File: config.mk
export PLATFORM = sky130hd
export DESIGN_NAME = rsigx_top
export DESIGN_NICKNAME = d
export VERILOG_FILES = /design/src/pkg/rsigx_pkg.sv /design/src/hdl/rsigx_fifo.sv /design/src/hdl/rsigx_top.sv
export SDC_FILE = /design/constraint.sdc
export NUM_CORES = 1
export LEC_CHECK = 0
export BUFFER_PORTS_ARGS = -buffer_cell sky130_fd_sc_hd__buf_2
export CORE_UTILIZATION = 40
export DETAILED_ROUTE_END_ITERATION = 6
export GPL_TIMING_DRIVEN = 0
export PLACE_DENSITY = 0.56
export SLEW_MARGIN = 20
export SYNTH_ARGS = -nofsm -noshare
export SYNTH_HDL_FRONTEND = slang
export SYNTH_HIERARCHICAL = 1
export SYNTH_SLANG_ARGS = --single-unit
File: constraint.sdc
create_clock -name mclk_in -period 10.3 [get_ports mclk_in]
set_input_delay 1.545 -clock mclk_in [delete_from_list [all_inputs] [get_ports mclk_in]]
set_output_delay 1.545 -clock mclk_in [all_outputs]
set_load 0.03 [all_outputs]
File: src/pkg/rsigx_pkg.sv
// Constants, encodings and indirect layout of the receive signaling extractor.
// Assumes one 125 MHz clock shared with the framer that feeds the block.
package rsigx_pkg;

  // ==========================================================================
  // Frame and channel geometry
  localparam int        RSIGX_NUM_CH   = 24;
  localparam int        RSIGX_CW_W     = 4;
  localparam logic [2:0] RSIGX_SIG_BIT = 3'h7;  // LSB of the channel slot
  localparam logic [2:0] RSIGX_NIB_LO  = 3'h4;  // First bit of lower nibble
  localparam logic [2:0] RSIGX_F6_LAST = 3'h5;  // Frame count modulo six
  localparam logic [2:0] RSIGX_F6_FIRST = 3'h1;
  localparam logic [3:0] RSIGX_SIDX_RST = 4'h0;
  localparam logic [1:0] RSIGX_SF_DONE  = 2'h1;  // B frame closes SF word
  localparam logic [1:0] RSIGX_ESF_DONE = 2'h3;  // Frame 24 closes ESF word

  // ==========================================================================
  // Frame formats
  typedef enum logic [1:0] {
    RSIGX_FMT_SF    = 2'b00,
    RSIGX_FMT_ESF   = 2'b01,
    RSIGX_FMT_SLC96 = 2'b10,
    RSIGX_FMT_DM    = 2'b11
  } rsigx_fmt_t;

  // ==========================================================================
  // Indirect access
  localparam int         RSIGX_IND_AW    = 7;
  localparam int         RSIGX_IND_DW    = 8;
  localparam logic [6:0] RSIGX_IND_BASE  = 7'h01;
  localparam logic [6:0] RSIGX_IND_LAST  = 7'h18;
  localparam int         RSIGX_EXT_BIT   = 4;
  localparam logic [1:0] RSIGX_BUSY_CYC  = 2'h2;
  localparam logic [7:0] RSIGX_RD_UNMAP  = 8'h00;

  // ==========================================================================
  // Output buffer
  localparam int RSIGX_FIFO_W     = 4;
  localparam int RSIGX_FIFO_DEPTH = 8;

endpackage

File: src/hdl/rsigx_fifo.sv
// Small synchronous FIFO with valid/ready on both sides.
// Assumes DEPTH is a power of two; one clock, asynchronous active-low reset.
`timescale 1ns/1ps
`default_nettype none
module rsigx_fifo #(
  parameter int WIDTH = 4,
  parameter int DEPTH = 8
) (
  input  wire logic             mclk_in,
  input  wire logic             resetn_in,
  input  wire logic             in_valid_in,
  output logic                  in_ready_out,
  input  wire logic [WIDTH-1:0] in_data_in,
  output logic                  out_valid_out,
  input  wire logic             out_ready_in,
  output logic [WIDTH-1:0]      out_data_out
);
  localparam int AW = $clog2(DEPTH);

  typedef struct packed {
    logic [DEPTH-1:0][WIDTH-1:0] mem;
    logic [AW:0]                 wr;
    logic [AW:0]                 rd;
  } rsigx_fifo_state_t;

  rsigx_fifo_state_t st_reg;
  rsigx_fifo_state_t st_next;
  logic              full;
  logic              empty;

  // ==========================================================================
  // Pointers carry one extra wrap bit so full and empty are exact
  assign empty = (st_reg.wr == st_reg.rd);
  assign full  = (st_reg.wr[AW] != st_reg.rd[AW]) &&
                 (st_reg.wr[AW-1:0] == st_reg.rd[AW-1:0]);
  assign in_ready_out  = ~full;
  assign out_valid_out = ~empty;
  assign out_data_out  = st_reg.mem[st_reg.rd[AW-1:0]];

  always_comb begin
    st_next = st_reg;
    if (in_valid_in && !full) begin
      st_next.mem[st_reg.wr[AW-1:0]] = in_data_in;
      st_next.wr = st_reg.wr + 1'b1;
    end
    if (out_ready_in && !empty) begin
      st_next.rd = st_reg.rd + 1'b1;
    end
  end

  always_ff @(posedge mclk_in or negedge resetn_in) begin
    if (!resetn_in) begin
      st_reg <= '0;
    end else begin
      st_reg <= st_next;
    end
  end
endmodule
`default_nettype wire

File: src/hdl/rsigx_top.sv
// Receive robbed-bit signaling extractor for framed T1/J1 data.
// Assumes the framer runs on mclk_in and marks each bit with a valid strobe,
// the F bit of every frame and the F bit of each multiframe's first frame.
//
// Summary of operation
// RQ1: Signaling is taken from bit 8 of every channel in each sixth frame.
// RQ2: The stored codeword leaves in the channel's lower nibble, beside data.
// RQ3: A channel with extract enable at one copies its bits into A, B, C, D.
// RQ4: In SF the stored C and D repeat the received A and B.
// RQ5: The signaling pin is driven from the stored bits, never from the line.
// RQ6: Nothing is extracted in T1-DM format.
// RQ7: With the glitch filter on, a channel updates after two equal words.
// RQ8: Storage freezes when frame sync is lost or the elastic store slips.
// RQ9: Storage also freezes while the freeze control is one.
// RQ10: While frozen each channel keeps its last valid codeword.
// RQ11: Four-state ESF/SLC-96 takes frames 6 and 18 as A, 12 and 24 as B.
// RQ12: ESF and SLC-96 in sixteen-state mode store A, B, C and D.
// RQ13: An extracted change of a stored codeword sets that channel's own change flag.
// RQ14: With its enable at one, the interrupt is high while any flag is set.
// RQ15: Software reaches a channel by address, direction, data and busy flag.
// RQ16: Software waits for busy to clear before a new access or a data read.
`timescale 1ns/1ps
`default_nettype none
module rsigx_top
  import rsigx_pkg::*;
#(
  parameter int NUM_CH     = RSIGX_NUM_CH,
  parameter int FIFO_DEPTH = RSIGX_FIFO_DEPTH
) (
  input  wire logic                    mclk_in,
  input  wire logic                    resetn_in,
  // Framed stream from the framer
  input  wire logic                    rx_valid_in,
  output logic                         rx_ready_out,
  input  wire logic                    rx_data_in,
  input  wire logic                    rx_fbit_in,
  input  wire logic                    rx_mframe_in,
  input  wire logic [1:0]              format_in,
  input  wire logic                    frame_sync_in,
  input  wire logic                    slip_in,
  // Configuration
  input  wire logic                    glitch_filter_enable_in,
  input  wire logic                    freeze_in,
  input  wire logic                    sixteen_state_select_in,
  input  wire logic                    signaling_change_irq_enable_in,
  // Change flags
  input  wire logic [NUM_CH-1:0]       cos_clear_in,
  output logic [NUM_CH-1:0]            channel_state_changed_flag_out,
  output logic                         irq_out,
  // Indirect access
  input  wire logic                    ind_start_in,
  input  wire logic [RSIGX_IND_AW-1:0] ind_addr_in,
  input  wire logic                    indirect_access_direction_in,
  input  wire logic [RSIGX_IND_DW-1:0] ind_wdata_in,
  output logic [RSIGX_IND_DW-1:0]      ind_rdata_out,
  output logic                         ind_busy_out,
  // Backplane side
  output logic                         out_valid_out,
  input  wire logic                    out_ready_in,
  output logic                         receive_data_out_pin_out,
  output logic                         signaling_out_pin_out,
  output logic                         out_fbit_out,
  output logic                         out_mframe_out
);

  localparam int CW = RSIGX_CW_W;

  typedef struct packed {
    logic [NUM_CH-1:0][CW-1:0] sig;      // Stored A B C D, A in bit 3
    logic [NUM_CH-1:0]         ext_en;
    logic [NUM_CH-1:0][CW-1:0] asm_cw;   // Codeword being gathered
    logic [NUM_CH-1:0][CW-1:0] prev;     // Last complete codeword taken while enabled and not frozen
    logic [NUM_CH-1:0]         cos;
    logic [2:0]                bcnt;
    logic [4:0]                ch;
    logic [2:0]                f6;
    logic [3:0]                sidx;
    logic                      in_frame;
    logic                      slip_hold;
    logic                      busy;
    logic [1:0]                bsy_cnt;
    logic [RSIGX_IND_AW-1:0]   addr;
    logic                      dir_rd;
    logic [RSIGX_IND_DW-1:0]   wdata;
    logic [RSIGX_IND_DW-1:0]   rdata;
  } rsigx_state_t;

  rsigx_state_t            s_reg;
  rsigx_state_t            s_next;
  rsigx_fmt_t              fmt;
  logic                    fifo_in_ready;
  logic                    take;
  logic                    frozen;
  logic                    sig_bit;
  logic [RSIGX_FIFO_W-1:0] push_word;
  logic [RSIGX_FIFO_W-1:0] pop_word;

  assign fmt = rsigx_fmt_t'(format_in);

  // ==========================================================================
  // Freeze sources
  // RQ8 auto freeze
  // RQ9 forced freeze
  assign frozen = freeze_in | ~frame_sync_in | slip_in | s_reg.slip_hold;

  // ==========================================================================
  // Signaling serializer
  // RQ2 nibble alignment
  // RQ5 from storage
  always_comb begin
    sig_bit = 1'b0;
    if (s_reg.in_frame && !rx_fbit_in && s_reg.ch < NUM_CH[4:0] &&
        s_reg.bcnt >= RSIGX_NIB_LO) begin
      sig_bit = s_reg.sig[s_reg.ch][~s_reg.bcnt[1:0]];
    end
  end

  assign take      = rx_valid_in & fifo_in_ready;
  assign push_word = {rx_mframe_in, rx_fbit_in, rx_data_in, sig_bit};

  // ==========================================================================
  // Extraction, storage and indirect access
  always_comb begin
    logic [1:0]    k;
    logic [1:0]    slot;
    logic [CW-1:0] cw;
    logic          done;
    logic          two_pair;
    logic [4:0]    ich;
    k        = 2'h0;
    slot     = 2'h0;
    cw       = '0;
    done     = 1'b0;
    two_pair = 1'b0;
    ich      = 5'h0;
    s_next   = s_reg;
    s_next.cos = s_reg.cos & ~cos_clear_in;

    if (take) begin
      if (rx_fbit_in) begin
        s_next.bcnt     = 3'h0;
        s_next.ch       = 5'h0;
        s_next.in_frame = 1'b1;
        if (rx_mframe_in) begin
          s_next.f6        = RSIGX_F6_FIRST;
          s_next.sidx      = RSIGX_SIDX_RST;
          s_next.slip_hold = 1'b0;
        end else begin
          if (s_reg.f6 == 3'h0) begin
            s_next.sidx = s_reg.sidx + 4'h1;
          end
          s_next.f6 = (s_reg.f6 == RSIGX_F6_LAST) ? 3'h0 :
                      s_reg.f6 + 3'h1;
        end
      end else if (s_reg.in_frame && s_reg.ch < NUM_CH[4:0]) begin
        // RQ1 sixth frame LSB
        // RQ6 no DM extraction
        if (s_reg.bcnt == RSIGX_SIG_BIT && s_reg.f6 == 3'h0 &&
            fmt != RSIGX_FMT_DM) begin
          // RQ11 four-state map
          // RQ12 sixteen-state map
          k = (fmt == RSIGX_FMT_SF) ? {1'b0, s_reg.sidx[0]} :
                                      s_reg.sidx[1:0];
          two_pair = (fmt == RSIGX_FMT_SF) || !sixteen_state_select_in;
          slot = two_pair ? {1'b0, k[0]} : k;
          done = (fmt == RSIGX_FMT_SF) ? (k == RSIGX_SF_DONE) :
                                         (k == RSIGX_ESF_DONE);
          cw = s_reg.asm_cw[s_reg.ch];
          cw[~slot] = rx_data_in;
          // RQ4 C D repeat
          if (two_pair) begin
            cw[1:0] = cw[3:2];
          end
          s_next.asm_cw[s_reg.ch] = cw;
          // RQ3 copy when enabled
          // RQ10 hold when frozen
          if (done && s_reg.ext_en[s_reg.ch] && !frozen) begin
            s_next.prev[s_reg.ch] = cw;
            // RQ7 two equal words
            if (!glitch_filter_enable_in || cw == s_reg.prev[s_reg.ch]) begin
              s_next.sig[s_reg.ch] = cw;
              // RQ13 change flag
              if (cw != s_reg.sig[s_reg.ch]) begin
                s_next.cos[s_reg.ch] = 1'b1;
              end
            end
          end
        end
        s_next.bcnt = s_reg.bcnt + 3'h1;
        if (s_reg.bcnt == RSIGX_SIG_BIT) begin
          s_next.ch = s_reg.ch + 5'h1;
        end
      end
    end

    // A slip arriving with a multiframe start still freezes
    if (slip_in) begin
      s_next.slip_hold = 1'b1;
    end

    // RQ15 indirect access
    if (!s_reg.busy) begin
      if (ind_start_in) begin
        s_next.busy    = 1'b1;
        s_next.bsy_cnt = RSIGX_BUSY_CYC - 2'h1;
        s_next.addr    = ind_addr_in;
        s_next.dir_rd  = indirect_access_direction_in;
        s_next.wdata   = ind_wdata_in;
      end
    end else if (s_reg.bsy_cnt != 2'h0) begin
      s_next.bsy_cnt = s_reg.bsy_cnt - 2'h1;
    end else begin
      s_next.busy = 1'b0;
      ich = 5'(s_reg.addr - RSIGX_IND_BASE);
      if (s_reg.addr >= RSIGX_IND_BASE && s_reg.addr <= RSIGX_IND_LAST) begin
        if (s_reg.dir_rd) begin
          s_next.rdata = {3'h0, s_reg.ext_en[ich], s_reg.sig[ich]};
        end else begin
          // Software write lands after extraction in the same cycle
          s_next.ext_en[ich] = s_reg.wdata[RSIGX_EXT_BIT];
          s_next.sig[ich]    = s_reg.wdata[CW-1:0];
        end
      end else if (s_reg.dir_rd) begin
        s_next.rdata = RSIGX_RD_UNMAP;
      end
    end
  end

  always_ff @(posedge mclk_in or negedge resetn_in) begin
    if (!resetn_in) begin
      s_reg <= '0;
    end else begin
      s_reg <= s_next;
    end
  end

  // ==========================================================================
  // Output buffer; a stalled backplane stalls the framer through rx_ready_out
  rsigx_fifo #(
    .WIDTH (RSIGX_FIFO_W),
    .DEPTH (FIFO_DEPTH)
  ) u_fifo (
    .mclk_in       (mclk_in),
    .resetn_in     (resetn_in),
    .in_valid_in   (rx_valid_in),
    .in_ready_out  (fifo_in_ready),
    .in_data_in    (push_word),
    .out_valid_out (out_valid_out),
    .out_ready_in  (out_ready_in),
    .out_data_out  (pop_word)
  );

  assign rx_ready_out             = fifo_in_ready;
  assign out_mframe_out           = pop_word[3];
  assign out_fbit_out             = pop_word[2];
  assign receive_data_out_pin_out = pop_word[1];
  assign signaling_out_pin_out    = pop_word[0];

  // ==========================================================================
  // Status
  // RQ14 interrupt gate
  assign irq_out = signaling_change_irq_enable_in & (|s_reg.cos);
  assign channel_state_changed_flag_out = s_reg.cos;
  assign ind_rdata_out = s_reg.rdata;
  assign ind_busy_out  = s_reg.busy;

endmodule
`default_nettype wire

==> impl_metrics.py <==
metrics = {
    "finish": {
        "nFillCells": 5644,
        "fin_util_pct": 46.4,
        "drive_above_1_share_pct": 19.9,
        "area_delta_synth_final_pct": 14.1,
        "final_common_cell": "dfrtp_1",
        "nets": 2693,
        "largest_reg_flops": 342,
        "final_cell_mix": "dfrtp_1, nand2_1, o21ai_0, clkbuf_1, buf_2",
        "multi_input_area_mm2": 0.0123,
        "seqCellArea_mm2": 0.0103,
        "final_cells": 3438,
    },
    "critical_path": {
        "rr_worst_depth": 12,
        "crit_required_ns": 10.76,
        "r2r-end": "ind_rdata_out[2]$_DFFE_PN0P_",
        "critPathLaunch": "s_reg[17]$_DFFE_PN0P_",
        "end_kind": "flip-flop",
        "r2r_start": "s_reg[17]$_DFFE_PN0P_",
        "critical_path_arrival_ns": 6.77,
        "rrSetupSlack_ns": 3.99,
        "crit_type": "flip-flop to flip-flop",
        "cp_max_fo": 10,
        "start_kind": "flip-flop",
    },
    "power": {
        "fin_total_pwr_mw": 6.04,
        "vdd_drop_max_uv": 120,
        "p_sw_share_pct": 41.5,
        "power_density_mw_per_mm2": 219,
        "p_leak_nw": 11.0,
        "seqPwrFrac_pct": 31.2,
        "p_comb_share_pct": 36.5,
        "p_clk_share_pct": 32.3,
        "p_switching_mw": 2.51,
        "internal-power_mw": 3.54,
    },
    "yosys": {
        "synth-seq-cells": 412,
        "yosysWarnings": 6,
        "avgSynthCellArea_um2": 9.75,
        "synthCells": 2476,
        "async_reset_ff_share_pct": 100,
        "yosys_most_used_dff": "dfrtp_1",
        "netlist_area_mm2": 0.0241,
        "yosysUniqueCellTypes": 86,
        "yosysTopAreaCell": "dfrtp_1",
        "synth_edf_count": 0,
        "synth_top_cells_by_area": "dfrtp_1, mux4_2, nand2_1",
        "yosysTopAreaCellShare_pct": 42.7,
        "ys_seq_area_share_pct": 42.7,
    },
    "sta": {
        "relSlewSlack_pct": 20.1,
        "setup_ws_ns": 3.99,
        "worst_slew_pin_slew_ns": 1.20,
        "rsz0062_at_grt": "false",
        "slew_viol_final": 0,
        "skew_ns": 0.0229,
        "period_share_pct": 61.3,
        "setup_viol": 0,
        "period_needed_ns": 6.31,
        "fin_setup_tns_ns": 0,
        "hold_viol_final": 0,
        "max_freq_mhz": 158,
    },
    "clock_network": {
        "clk_latency_ns": 0.61,
        "clkTransAtPathRegs_ns": 0.06,
        "cts_hold_buf": 0,
        "clock_sinks": 412,
        "cts_buffer_depth": 3,
        "cts_tree": "yes",
        "cts-resized-gates": 0,
        "cts_made_buffers": 49,
        "htree_levels": 2,
        "clock-root-buffer": "clkbuf_16",
        "cts_setup_buffers": 0,
    },
    "route": {
        "drt-pass1-iter-count": 7,
        "detail-route-antenna-nets": 0,
        "drcViolationCount": 6,
        "viasPerCell": 6.44,
        "vias": 22100,
        "drtIter0Drc": 2398,
        "totalWireLength_um": 107000,
        "wl_per_cell_um": 31.0,
    },
    "outcome": {
        "status": "finished with violations",
        "violations": "design-rule violations",
    },
    "global_routing": {
        "grt_max_degree": 91,
        "gr-total-overflow": 0,
        "track_usage_pct": 35.0,
        "grt_pass1_vias": 21200,
        "grt_pass1_wl_um": 153000,
        "antenna_found_initial": 4,
    },
    "floorplan": {
        "start_util_pct": 40.7,
        "row_count": 89,
        "dieHeight_um": 248,
        "dieArea_mm2": 0.0614,
        "die_w_um": 248,
        "io_pins": 96,
        "core_area_mm2": 0.0594,
    },
    "place": {
        "globalplace.congestion": 1.05,
        "place_ws_ns": 4.18,
        "dp_hpwl_um": 77000,
        "portBuffers": 89,
        "post-place-cells": 3345,
    },
    "flow_run": {
        "maxCapViolations": 0,
    },
    "worst_hold_path": {
        "worstHoldPathCells": 2,
        "holdCritPathClass": "flip-flop to flip-flop",
        "min_from": "ind_rdata_out[4]$_DFFE_PN0P_",
        "min_to": "ind_rdata_out[4]$_DFFE_PN0P_",
    },
}
==> final cells by class <==
| cell class | count | area share, % |
|---|---|---|
| Clock buffer | 70 | 5.29 |
| Antenna cell | 2 | 0.0182 |
| Timing Repair Buffer | 94 | 2.15 |
| Clock inverter | 21 | 1.27 |
| Inverter | 63 | 0.858 |
| Buffer | 260 | 4.92 |
| Tap cell | 773 | 3.51 |
| Sequential cell | 412 | 37.4 |
| Multi-Input combinational cell | 1743 | 44.6 |
==> metrics by stage <==
stage,area [um^2],hold slack (ns)
2_1_floorplan,24200,0.427
3_3_place_gp,25600,0.454
3_5_place_dp,25700,0.457
4_1_cts,27500,0.479
5_1_grt,27500,0.493
6_report,27500,0.474
==> kinds of logic (layout without fill, tap and decap cells) <==
logic type,after synthesis,count (layout),synth area share (%)
and+or+nand+nor,873,873,17.2
AOI/OAI and AO/OA,623,623,17.7
DFF,412,412,42.7
buffers and inverters,323,508,6.59
muxes,205,205,14.1
xor gates and xnor gates,25,25,0.969
adders and majority gates,14,14,0.725
other,1,5,0.0155
==> worst max-delay path, stage by stage, from the launching register on <==
cell and delay, ns:
dfrtp_1 0.38, clkbuf_1 0.49, buf_2 0.48, buf_1 0.90
inv_1 0.29, ha_1 0.53, buf_1 0.82, clkbuf_1 0.95
mux4_2 0.42, mux2i_1 0.40, nor3_1 0.10, a21oi_1 0.27
o31ai_1 0.11
==> metal layers <==
layer	up-vias	part of all wire, %	track usage (%)	routed length, um
li1	9448	-	-	-
met1	11100	42	48.0	44700
met2	1258	43	51.3	45700
met3	291	9.3	7.74	9930
met4	2	5.8	19.1	6200
met5	-	0.012	0	13
==> worst max-delay path by stage <==
stage                              endpoint
2_1_floorplan          s_reg[379]$_DFF_PN0_
3_3_place_gp         s_reg[260]$_DFFE_PN0P_
3_5_place_dp           s_reg[289]$_DFF_PN0_
4_1_cts                s_reg[289]$_DFF_PN0_
5_1_grt                s_reg[284]$_DFF_PN0_
6_report       ind_rdata_out[2]$_DFFE_PN0P_
==> Yosys cell counts, types with 13 or more instances <==
cell       count
a211oi_1      26
a21oi_1       46
a22oi_1       22
a2bb2oi_1     24
a311o_1       18
a31oi_1       43
and2_1        13
and3_1        23
buf_2         51
buf_4         39
clkbuf_1     140
dfrtp_1      412
ha_1          14
inv_1         63
mux2_2        58
mux2i_1       42
mux4_2       100
nand2_1      391
nand3_1       49
nand4_1       71
nor2_1       113
nor3_1        73
nor4_1        54
o21ai_0      253
o221a_2       22
o31ai_1       54
o32ai_1       14
or3_1         33
xnor2_1       15
==> power by group through the flow <==
stage,Combinational [mW],Clock (mW),Sequential (mW)
finish,2.21,1.95,1.89
global route,2.28,2.04,1.90
CTS,2.14,1.98,1.88
detailed placement,2.13,0,1.91
global placement,2.11,0,1.90
floorplan,1.26,0,1.87
No activity file was read; power rests on OpenSTA's default activity.
